<file path="src/sste_pkg.sv">
// Package for the synchronous serial transfer engine: offsets, fields, timing.
package sste_pkg;
	// ==========================================================
	// Register indices on the plain register port
	localparam logic [1:0] ADDR_CTRL = 2'h0;
	localparam logic [1:0] ADDR_STATUS = 2'h1;
	localparam logic [1:0] ADDR_TXBUF = 2'h2;
	localparam logic [1:0] ADDR_RXBUF = 2'h3;
	// ==========================================================
	// Control register fields
	localparam int CTRL_START = 7;
	localparam int CTRL_ABORT = 6;
	localparam int CTRL_MODE_LO = 4;
	localparam int CTRL_ORDER = 3;
	localparam int CTRL_CLK_LO = 0;
	localparam logic [7:0] CTRL_RESET = 8'h00;
	// Transfer mode encodings
	localparam logic [1:0] MODE_TX = 2'h0;
	localparam logic [1:0] MODE_RX = 2'h1;
	localparam logic [1:0] MODE_TXRX = 2'h2;
	// Clock source value that selects the external clock
	localparam logic [2:0] CLK_EXT = 3'h7;
	// ==========================================================
	// Status register fields
	localparam int ST_ACTIVE = 7;
	localparam int ST_SHIFT = 6;
	localparam int ST_TXE = 5;
	localparam int ST_RXF = 4;
	localparam int ST_TX_UNDERRUN_FLAG = 3;
	localparam int ST_RX_OVERRUN_FLAG = 2;
	localparam logic [7:0] TXBUF_RESET = 8'hff;
	localparam logic [7:0] RXBUF_RESET = 8'h00;
	localparam logic [3:0] BITS_PER_BYTE = 4'h8;
	// ==========================================================
	// Half-period of the internal serial clock per clock-source code, in mclk cycles
	localparam int MCLK_HZ = 50000000;
	localparam int HALF_BASE = 2;
	localparam int DIV_W = 12;
endpackage

</file>
<file path="src/sste_engine.sv">
// Byte-wide synchronous serial transfer engine with register port and serial pins.
`timescale 1ns/1ps
// ==========================================================
// How it works
// - Bit-order 0 shifts MSB first from Bit7; 1 shifts LSB first from Bit0.
// - Mode 00 is transmit-only, mode 01 is receive-only.
// - A transmit buffer write clears the transmit-buffer-empty flag, unless a load-completing rise or abort sets it that cycle.
// - After start, transfer-active rises on the next serial clock falling edge.
// - Transmit bits leave on serial clock falling edges, in chosen order.
// - Receive bits are sampled on serial clock rising edges, in chosen order.
// - Shift-active is high from a byte's first to eighth falling edge.
// - Buffer-empty sets on a rising edge after load; irq on next falling.
// - Internal clock waits for a buffer write, then loads within one serial cycle.
// - External clock loads the buffer on the first falling edge after start.
// - Internal clock halts high when no new byte; a write resumes shifting.
// - A byte written during shifting follows the previous byte without gap.
// - External clock with no new byte sets underrun at shift start; irq follows.
// - Underrun holds data-out high; software recovers with forced abort.
// - Clearing start finishes the byte, clears transfer-active, leaves data-out high.
// - Forced abort halts at once, clears start, status and both buffers.
// - After eight bits received, byte goes to buffer, full flag and irq set.
// - Internal receive halts clock after each byte until buffer is read.
// - External receive without read sets overrun at shift end, with irq.
// - Overrun discards bits; second read gives shift byte; clearing it clears full.
// - Mode 10 selects combined transmit and receive.
// - Clock code 111 takes the clock from the pin; others drive it out.
// - Stopping leaves error flags; only a zero write or abort clears them.
module sste_engine
	import sste_pkg::*;
(
	input wire logic mclk_in, // System clock, 50 MHz
	input wire logic rst_in, // Synchronous reset, active high
	input wire logic [1:0] addr_in, // Register index
	input wire logic [7:0] wdata_in, // Write data
	input wire logic wr_in, // Write strobe
	input wire logic rd_in, // Read strobe
	output logic [7:0] rdata_out, // Read data, one cycle after strobe
	input wire logic sck_in, // Serial clock pin level
	output logic sck_out, // Serial clock drive value
	output logic sck_oe_out, // Serial clock drive enable
	output logic sdo_out, // Serial data out
	input wire logic sdi_in, // Serial data in
	output logic irq_out // Serial interrupt, one-cycle pulse
);
	// ==========================================================
	// State
	typedef enum logic [1:0] {
		ST_IDLE = 2'b00,
		ST_LOAD = 2'b01,
		ST_SHIFT = 2'b10,
		ST_WAIT = 2'b11
	} sste_phase_t;

	typedef struct packed {
		logic [7:0] ctrl;
		logic active;
		logic shifting;
		logic txe;
		logic rx_buffer_full_flag;
		logic tx_underrun_flag;
		logic rx_overrun_flag;
		logic [7:0] txbuf;
		logic [7:0] rxbuf;
		logic [7:0] shreg;
		logic [3:0] bitcnt;
		logic tx_loaded;
		logic irq_pend;
		sste_phase_t phase;
		logic [DIV_W-1:0] div;
		logic sck_int;
		logic [1:0] sck_sync;
		logic [1:0] sdi_sync;
		logic sck_prev;
		logic [7:0] rdata;
		logic irq;
		logic sdo;
	} sste_state_t;

	sste_state_t cur_ff;
	sste_state_t nxt_ff;

	logic ext_clk;
	logic [1:0] mode;
	logic lsb_first;
	logic fall;
	logic rise;
	logic tx_on;
	logic rx_on;
	logic [DIV_W-1:0] half_cnt;
	logic in_bit;
	logic in_data;

	// ==========================================================
	// Decode of control fields
	assign ext_clk = (cur_ff.ctrl[CTRL_CLK_LO +: 3] == CLK_EXT);
	assign mode = cur_ff.ctrl[CTRL_MODE_LO +: 2];
	assign lsb_first = cur_ff.ctrl[CTRL_ORDER];
	assign tx_on = (mode == MODE_TX) || (mode == MODE_TXRX);
	assign rx_on = (mode == MODE_RX) || (mode == MODE_TXRX);
	assign in_bit = cur_ff.sck_sync[1];
	assign in_data = cur_ff.sdi_sync[1];

	// Internal half-period doubles for each lower clock-source code
	assign half_cnt = DIV_W'(HALF_BASE) << (3'h6 - cur_ff.ctrl[CTRL_CLK_LO +: 3]);

	// Edge detection on the synchronised pin, or on the internal divider
	always_comb
	begin
		if (ext_clk)
		begin
			fall = cur_ff.sck_prev && !in_bit;
			rise = !cur_ff.sck_prev && in_bit;
		end
		else
		begin
			fall = (cur_ff.div == '0) && cur_ff.sck_int && (cur_ff.phase == ST_SHIFT);
			rise = (cur_ff.div == '0) && !cur_ff.sck_int;
		end
	end

	// ==========================================================
	// Next-state logic
	always_comb
	begin
		logic [7:0] rd_val;
		logic go;
		rd_val = 8'h00;
		go = 1'b0;
		nxt_ff = cur_ff;
		nxt_ff.irq = 1'b0;
		nxt_ff.sck_sync = {cur_ff.sck_sync[0], sck_in}; // Two-flop synchroniser
		nxt_ff.sdi_sync = {cur_ff.sdi_sync[0], sdi_in}; // Data pin is asynchronous too
		nxt_ff.sck_prev = cur_ff.sck_sync[1];

		// Register reads, answered next cycle
		if (rd_in)
		begin
			case (addr_in)
				ADDR_CTRL: rd_val = cur_ff.ctrl;
				ADDR_STATUS: rd_val = {cur_ff.active, cur_ff.shifting, cur_ff.txe, cur_ff.rx_buffer_full_flag,
					cur_ff.tx_underrun_flag, cur_ff.rx_overrun_flag, 2'b00};
				ADDR_RXBUF:
				begin
					rd_val = cur_ff.rxbuf;
					// A repeat read during overrun returns the held shift byte
					if (cur_ff.rx_overrun_flag)
					begin
						nxt_ff.rxbuf = cur_ff.shreg;
					end
					else
					begin
						nxt_ff.rx_buffer_full_flag = 1'b0;
					end
				end
				default: rd_val = 8'h00;
			endcase
		end
		nxt_ff.rdata = rd_val;

		// Register writes
		if (wr_in)
		begin
			case (addr_in)
				ADDR_CTRL: nxt_ff.ctrl = wdata_in;
				ADDR_STATUS:
				begin
					// Error flags clear only on a zero write
					if (!wdata_in[ST_TX_UNDERRUN_FLAG])
					begin
						nxt_ff.tx_underrun_flag = 1'b0;
					end
					if (!wdata_in[ST_RX_OVERRUN_FLAG] && cur_ff.rx_overrun_flag)
					begin
						nxt_ff.rx_overrun_flag = 1'b0;
						nxt_ff.rx_buffer_full_flag = 1'b0;
					end
				end
				ADDR_TXBUF:
				begin
					nxt_ff.txbuf = wdata_in;
					nxt_ff.txe = 1'b0;
				end
				default: ;
			endcase
		end

		// Internal clock divider runs only while shifting
		if (!ext_clk && cur_ff.phase == ST_SHIFT)
		begin
			nxt_ff.div = (cur_ff.div == '0) ? half_cnt - DIV_W'(1) : cur_ff.div - DIV_W'(1);
			if (cur_ff.div == '0)
			begin
				nxt_ff.sck_int = !cur_ff.sck_int;
			end
		end
		else
		begin
			nxt_ff.div = '0;
			nxt_ff.sck_int = 1'b1; // Halts high while waiting
		end

		// Sequencer
		case (cur_ff.phase)
			ST_IDLE:
			begin
				nxt_ff.active = 1'b0;
				if (cur_ff.ctrl[CTRL_START])
				begin
					nxt_ff.phase = ST_LOAD;
				end
			end
			ST_LOAD, ST_WAIT:
			begin
				// Internal clock waits for data or for the reader; external starts on the edge
				if (!cur_ff.ctrl[CTRL_START] && cur_ff.phase == ST_WAIT)
				begin
					nxt_ff.phase = ST_IDLE;
					nxt_ff.sdo = 1'b1;
				end
				else if (ext_clk)
				begin
					go = fall;
				end
				else
				begin
					go = (!tx_on || !cur_ff.txe) && (!rx_on || !cur_ff.rx_buffer_full_flag);
				end
			end
			ST_SHIFT:
			begin
				if (fall)
				begin
					if (cur_ff.bitcnt == BITS_PER_BYTE)
					begin
						nxt_ff.shifting = 1'b0;
						if (!cur_ff.ctrl[CTRL_START])
						begin
							nxt_ff.phase = ST_IDLE;
							nxt_ff.active = 1'b0;
							nxt_ff.sdo = 1'b1;
						end
						else if (ext_clk || ((!tx_on || !cur_ff.txe) && (!rx_on || !cur_ff.rx_buffer_full_flag)))
						begin
							go = 1'b1;
						end
						else
						begin
							nxt_ff.phase = ST_WAIT;
							nxt_ff.sck_int = 1'b1; // No low glitch on entering the wait
							nxt_ff.div = '0;
						end
					end
					else
					begin
						// Next bit out on the falling edge
						nxt_ff.shifting = (cur_ff.bitcnt != BITS_PER_BYTE - 4'h1);
						nxt_ff.sdo = cur_ff.tx_underrun_flag || !tx_on ? 1'b1 :
							(lsb_first ? cur_ff.shreg[0] : cur_ff.shreg[7]);
						if (!rx_on)
						begin
							nxt_ff.shreg = lsb_first ? {1'b1, cur_ff.shreg[7:1]} : {cur_ff.shreg[6:0], 1'b1};
						end
					end
				end
				if (rise)
				begin
					// Load completion marks the buffer empty, irq waits for the next fall
					if (cur_ff.tx_loaded)
					begin
						nxt_ff.tx_loaded = 1'b0;
						nxt_ff.txe = 1'b1;
						nxt_ff.irq_pend = 1'b1;
					end
					if (rx_on && !cur_ff.rx_overrun_flag)
					begin
						// Sample on the rising edge
						nxt_ff.shreg = lsb_first ? {in_data, cur_ff.shreg[7:1]} : {cur_ff.shreg[6:0], in_data};
					end
					else if (rx_on && tx_on)
					begin
						nxt_ff.shreg = lsb_first ? {1'b1, cur_ff.shreg[7:1]} : {cur_ff.shreg[6:0], 1'b1};
					end
					nxt_ff.bitcnt = cur_ff.bitcnt + 4'h1;
					if (cur_ff.bitcnt == BITS_PER_BYTE - 4'h1 && rx_on && !cur_ff.rx_overrun_flag)
					begin
						if (cur_ff.rx_buffer_full_flag && ext_clk)
						begin
							nxt_ff.rx_overrun_flag = 1'b1;
							nxt_ff.irq = 1'b1;
						end
						else
						begin
							nxt_ff.rxbuf = lsb_first ? {in_data, cur_ff.shreg[7:1]} : {cur_ff.shreg[6:0], in_data};
							nxt_ff.rx_buffer_full_flag = 1'b1;
							nxt_ff.irq = 1'b1;
						end
					end
				end
				if (fall && cur_ff.irq_pend)
				begin
					nxt_ff.irq_pend = 1'b0;
					nxt_ff.irq = 1'b1;
				end
				// Clearing start after the eighth sample ends the byte without another edge
				if (cur_ff.bitcnt == BITS_PER_BYTE && !cur_ff.ctrl[CTRL_START])
				begin
					nxt_ff.phase = ST_IDLE;
					nxt_ff.active = 1'b0;
					nxt_ff.sdo = 1'b1;
					nxt_ff.sck_int = 1'b1;
					nxt_ff.div = '0;
				end
			end
			default: nxt_ff.phase = ST_IDLE;
		endcase

		// Start of a byte: load the shift register and drive its first bit
		if (go)
		begin
			nxt_ff.phase = ST_SHIFT;
			nxt_ff.active = 1'b1;
			nxt_ff.shifting = 1'b1;
			nxt_ff.bitcnt = 4'h0;
			if (tx_on)
			begin
				if (cur_ff.txe && ext_clk)
				begin
					nxt_ff.tx_underrun_flag = 1'b1;
					nxt_ff.irq_pend = 1'b1;
					nxt_ff.sdo = 1'b1;
				end
				else
				begin
					nxt_ff.shreg = rx_on ? cur_ff.txbuf :
						(lsb_first ? {1'b1, cur_ff.txbuf[7:1]} : {cur_ff.txbuf[6:0], 1'b1});
					nxt_ff.sdo = cur_ff.tx_underrun_flag ? 1'b1 : (lsb_first ? cur_ff.txbuf[0] : cur_ff.txbuf[7]);
					nxt_ff.tx_loaded = 1'b1;
				end
			end
			if (!ext_clk)
			begin
				nxt_ff.sck_int = 1'b0;
				nxt_ff.div = half_cnt - DIV_W'(1);
			end
		end

		// Forced abort halts at once and clears everything it owns
		if (cur_ff.ctrl[CTRL_ABORT])
		begin
			nxt_ff.ctrl[CTRL_START] = 1'b0;
			nxt_ff.ctrl[CTRL_ABORT] = 1'b0;
			nxt_ff.active = 1'b0;
			nxt_ff.shifting = 1'b0;
			nxt_ff.txe = 1'b1;
			nxt_ff.rx_buffer_full_flag = 1'b0;
			nxt_ff.tx_underrun_flag = 1'b0;
			nxt_ff.rx_overrun_flag = 1'b0;
			nxt_ff.txbuf = TXBUF_RESET;
			nxt_ff.rxbuf = RXBUF_RESET;
			nxt_ff.tx_loaded = 1'b0;
			nxt_ff.irq_pend = 1'b0;
			nxt_ff.phase = ST_IDLE;
			nxt_ff.sck_int = 1'b1;
			nxt_ff.sdo = 1'b1;
			nxt_ff.irq = 1'b0;
		end
	end

	// ==========================================================
	// State register
	always_ff @(posedge mclk_in)
	begin
		if (rst_in)
		begin
			cur_ff <= '0;
			cur_ff.ctrl <= CTRL_RESET;
			cur_ff.txe <= 1'b1;
			cur_ff.txbuf <= TXBUF_RESET;
			cur_ff.rxbuf <= RXBUF_RESET;
			cur_ff.phase <= ST_IDLE;
			cur_ff.sck_int <= 1'b1;
			cur_ff.sck_sync <= 2'b11;
			cur_ff.sck_prev <= 1'b1;
			cur_ff.sdo <= 1'b1;
		end
		else
		begin
			cur_ff <= nxt_ff;
		end
	end

	// ==========================================================
	// Outputs
	assign rdata_out = cur_ff.rdata;
	assign sck_out = cur_ff.sck_int;
	assign sck_oe_out = !ext_clk;
	assign sdo_out = cur_ff.sdo;
	assign irq_out = cur_ff.irq;
endmodule

</file>
<file path="config.mk">
export PLATFORM = sky130hd
export DESIGN_NAME = sste_engine
export DESIGN_NICKNAME = d
export VERILOG_FILES = /design/src/sste_pkg.sv /design/src/sste_engine.sv
export SDC_FILE = /design/constraint.sdc
export NUM_CORES = 1
export LEC_CHECK = 0
export BUFFER_PORTS_ARGS = -buffer_cell sky130_fd_sc_hd__buf_2
export CAP_MARGIN = 20
export CORE_MARGIN = 4
export CORE_UTILIZATION = 40
export DETAILED_ROUTE_END_ITERATION = 16
export PLACE_DENSITY = 0.6
export REMOVE_ABC_BUFFERS = 1
export SYNTH_ARGS = -nofsm -noshare
export SYNTH_HDL_FRONTEND = slang
export SYNTH_SLANG_ARGS = --single-unit
</file>
<file path="constraint.sdc">
create_clock -name mclk_in -period 7.35 [get_ports mclk_in]
set_input_delay 0.735 -clock mclk_in [delete_from_list [all_inputs] [get_ports mclk_in]]
set_output_delay 0.735 -clock mclk_in [all_outputs]
set_load 0.1 [all_outputs]
</file>
==> reports/summary.txt <==
Ratio of cells with drive above 1 in the final layout - 0.150
Worst hold margin - 0.417 ns
Clk_lat worst skew - 0.35 ns
Post-CTS Setup Bufs - 0
Reg clk slew, reported paths - 0.08 ns
Resized cells post-CTS - 0
# Max-Cap Violations - 0
Register area share after synthesis - 0.365
Post-synth EDFFs - 0
CTS Root Cell - clkbuf_8
Critical path startpoint category - flop
Synth-to-layout area growth - 8.70%
GPL Wtd Cong - 0.874
Worst min-delay path class - flop to flop
Die area - 0.0118 mm^2
# IOs - 28
Synth Register Bits - 74
Critical path class - flop to flop
Post-synth cell types - 63
Initial antenna violation count - 0
Worst vdd ir - 0.0715 mV
Die width - 109 um
Synthesized area - 0.00406 mm^2
Final wirelength - 9190 um
Synth warn - 0
Drt pass-1 iters - 4
Reg2Reg Setup Slack - 4.02 ns
Period utilization - 0.454
Sum of negative setup slack - 0 ns
Fmax - 300 MHz
Die Ht - 109 um
Crit path DAT - 3.58 ns
Max Slew Vio Count - 0
# hold bufs at CTS - 0
Grt total ovfl - 0
Num CTS Buffers - 9
ANT nets after route - 0
Outcome - complete, no violations
HPWL Detailed - 6940 um
Initial Utilization - 0.413
Leakage - 1.75 nW
Ys async rst share - 0
Top_reg_cell synth - dfxtp_1
Via density - 5.32
WL/cell - 14.7 um
Initial DRC count - 187
Fin. Hold Viols - 0
CP Max Fanout - 13
Critical path capture point type - flop
Worst Max-Slew Pin Slew - 1.06 ns
Rows - 36
Final nets - 512
Syn avg cell area - 8.40 um^2
Fin area - 0.00441 mm^2
# setup viols final - 0
DRC violations left - 0
Power Dens Cells - 207 mW/mm^2
Clock buffer depth - 2
Placed inst area - 0.00417 mm^2
Worst EP required - 7.60 ns
Count of input and output buffers - 27
Placeable Area - 0.00982 mm^2
Via count - 3323
Antenna diodes - 0
Global-route usage over all layers - 0.164
Tmin final - 3.33 ns
Pin count of the biggest net entering global routing - 31
Syn Inst Count - 483
RSZ-0062 raised after global routing - no
Clock Skew - 0.00925 ns
CTS tree - yes
Max H-tree Level - 3
Worst slew margin - 0.293
Clock Sink Count - 74
First-pass GRT wire length - 15300 um
Vias in the first global route - 3088
where the power goes:
group / switching, mW / internal (mW) / total (mW) / leakage, nW
Sequential: 0.0125 / 0.410 / 0.423 / 0.600
Clock: 0.146 / 0.225 / 0.371 / 0.114
Combinational: 0.0732 / 0.0431 / 0.116 / 1.04
Total: 0.232 / 0.679 / 0.911 / 1.75
registers in the layout (all words and copies together), names as in the netlist:
name       cells
rdata_out      8
sck_out        1
cur_ff        63
irq_out        1
sdo_out        1
through the flow:
stage	worst slack, ns	total power [mW]	utilization	instances
after global routing	3.69	0.954	0.449	625
after detailed placement	3.99	0.548	0.425	609
after CTS	4.00	0.922	0.449	625
final	4.02	0.911	0.449	625
after floorplan	4.45	0.517	-	449
after global placement	4.04	0.547	0.425	609
critical path: stages (launching register included):
cell and delay [ns]:
dfxtp_1 0.36, nor4_2 0.33, nand2b_1 0.18, nor3_1 0.47
ha_1 0.33, a22oi_1 0.12, o31a_1 0.34, nor3b_2 0.60
nor2_1 0.23, a22o_1 0.28
metal layers:
layer / routed length (um) / part of all wire / track usage
met5: 0 / 0 / 0
met4: 153 / 0.017 / 0.0676
met2: 3940 / 0.43 / 0.252
met3: 374 / 0.041 / 0.0237
met1: 4720 / 0.51 / 0.230
synthesized netlist by cell type, types with 3 or more instances:
cell       n  share of area
clkbuf_1  15          0.014
nor2_1    64          0.059
nor4_1     4         0.0062
a22o_1     7          0.015
ha_1       9          0.028
buf_2      5         0.0062
nand3_1   17          0.021
a21oi_1   35          0.043
xor2_1     7          0.015
nand2b_1  13          0.020
buf_4     11          0.020
o31ai_1    5         0.0093
dfxtp_1   74           0.37
mux2_2     7          0.019
a22oi_1    4         0.0074
nand4_1    3         0.0046
mux2_4     5          0.019
nor3_1    10          0.012
nor2b_1    9          0.014
xnor2_1    6          0.013
and2_1     3         0.0046
a211oi_1  16          0.030
o21ai_0   14          0.017
mux2i_1   22          0.054
a21o_1     3         0.0056
or2_2      5         0.0077
nand2_1   54          0.050
inv_1     10         0.0093
layout by cell type, fill, tap and decap left out, types with 3 or more instances in the layout:
cell type  synthesis  final
dfxtp_1           74     74
nor2_1            64     64
nand2_1           54     54
a21oi_1           35     35
buf_2              5     27
mux2i_1           22     22
nand3_1           17     17
a211oi_1          16     16
o21ai_0           14     14
nand2b_1          13     13
inv_1             10     10
nor3_1            10     10
nor2b_1            9      9
ha_1               9      9
clkbuf_8           0      9
a22o_1             7      7
xor2_1             7      7
mux2_2             7      7
xnor2_1            6      6
or2_2              5      5
o31ai_1            5      5
mux2_4             5      5
a22oi_1            4      4
nor4_1             4      4
and2_1             3      3
nand4_1            3      3
a21o_1             3      3
bufinv_16          0      3
layout make-up:
cell class                      instances  area (um^2)
Tap cell                              133          166
Clock inverter                          5          103
Fill cell                            1017         5410
Clock buffer                           11          131
Inverter                               11         41.3
Multi-Input combinational cell        364         2350
Timing Repair Buffer                   27          135
Sequential cell                        74         1480
kinds of logic (layout without fill, tap and decap cells):
kind of cell / Yosys count / in the layout / share of synthesized area
buffers and inverters: 45 / 54 / 0.0552
flip-flops: 74 / 74 / 0.365
XOR/XNOR: 13 / 13 / 0.0281
AO/OA/AOI/OAI: 106 / 106 / 0.184
AND/OR/NAND/NOR: 200 / 200 / 0.239
multiplexers: 36 / 36 / 0.101
adder cells (fa/ha/maj): 9 / 9 / 0.0278
path summary, 6_finish.rpt:
kind / startpoint / end / cells past startpoint
min: cur_ff[13] / cur_ff[14] / 1
min reg2reg: cur_ff[13] / cur_ff[14] / 1
max: cur_ff[20] / cur_ff[42] / 9
max reg2reg: cur_ff[20] / cur_ff[42] / 9
(Power assumes the default switching activity.)
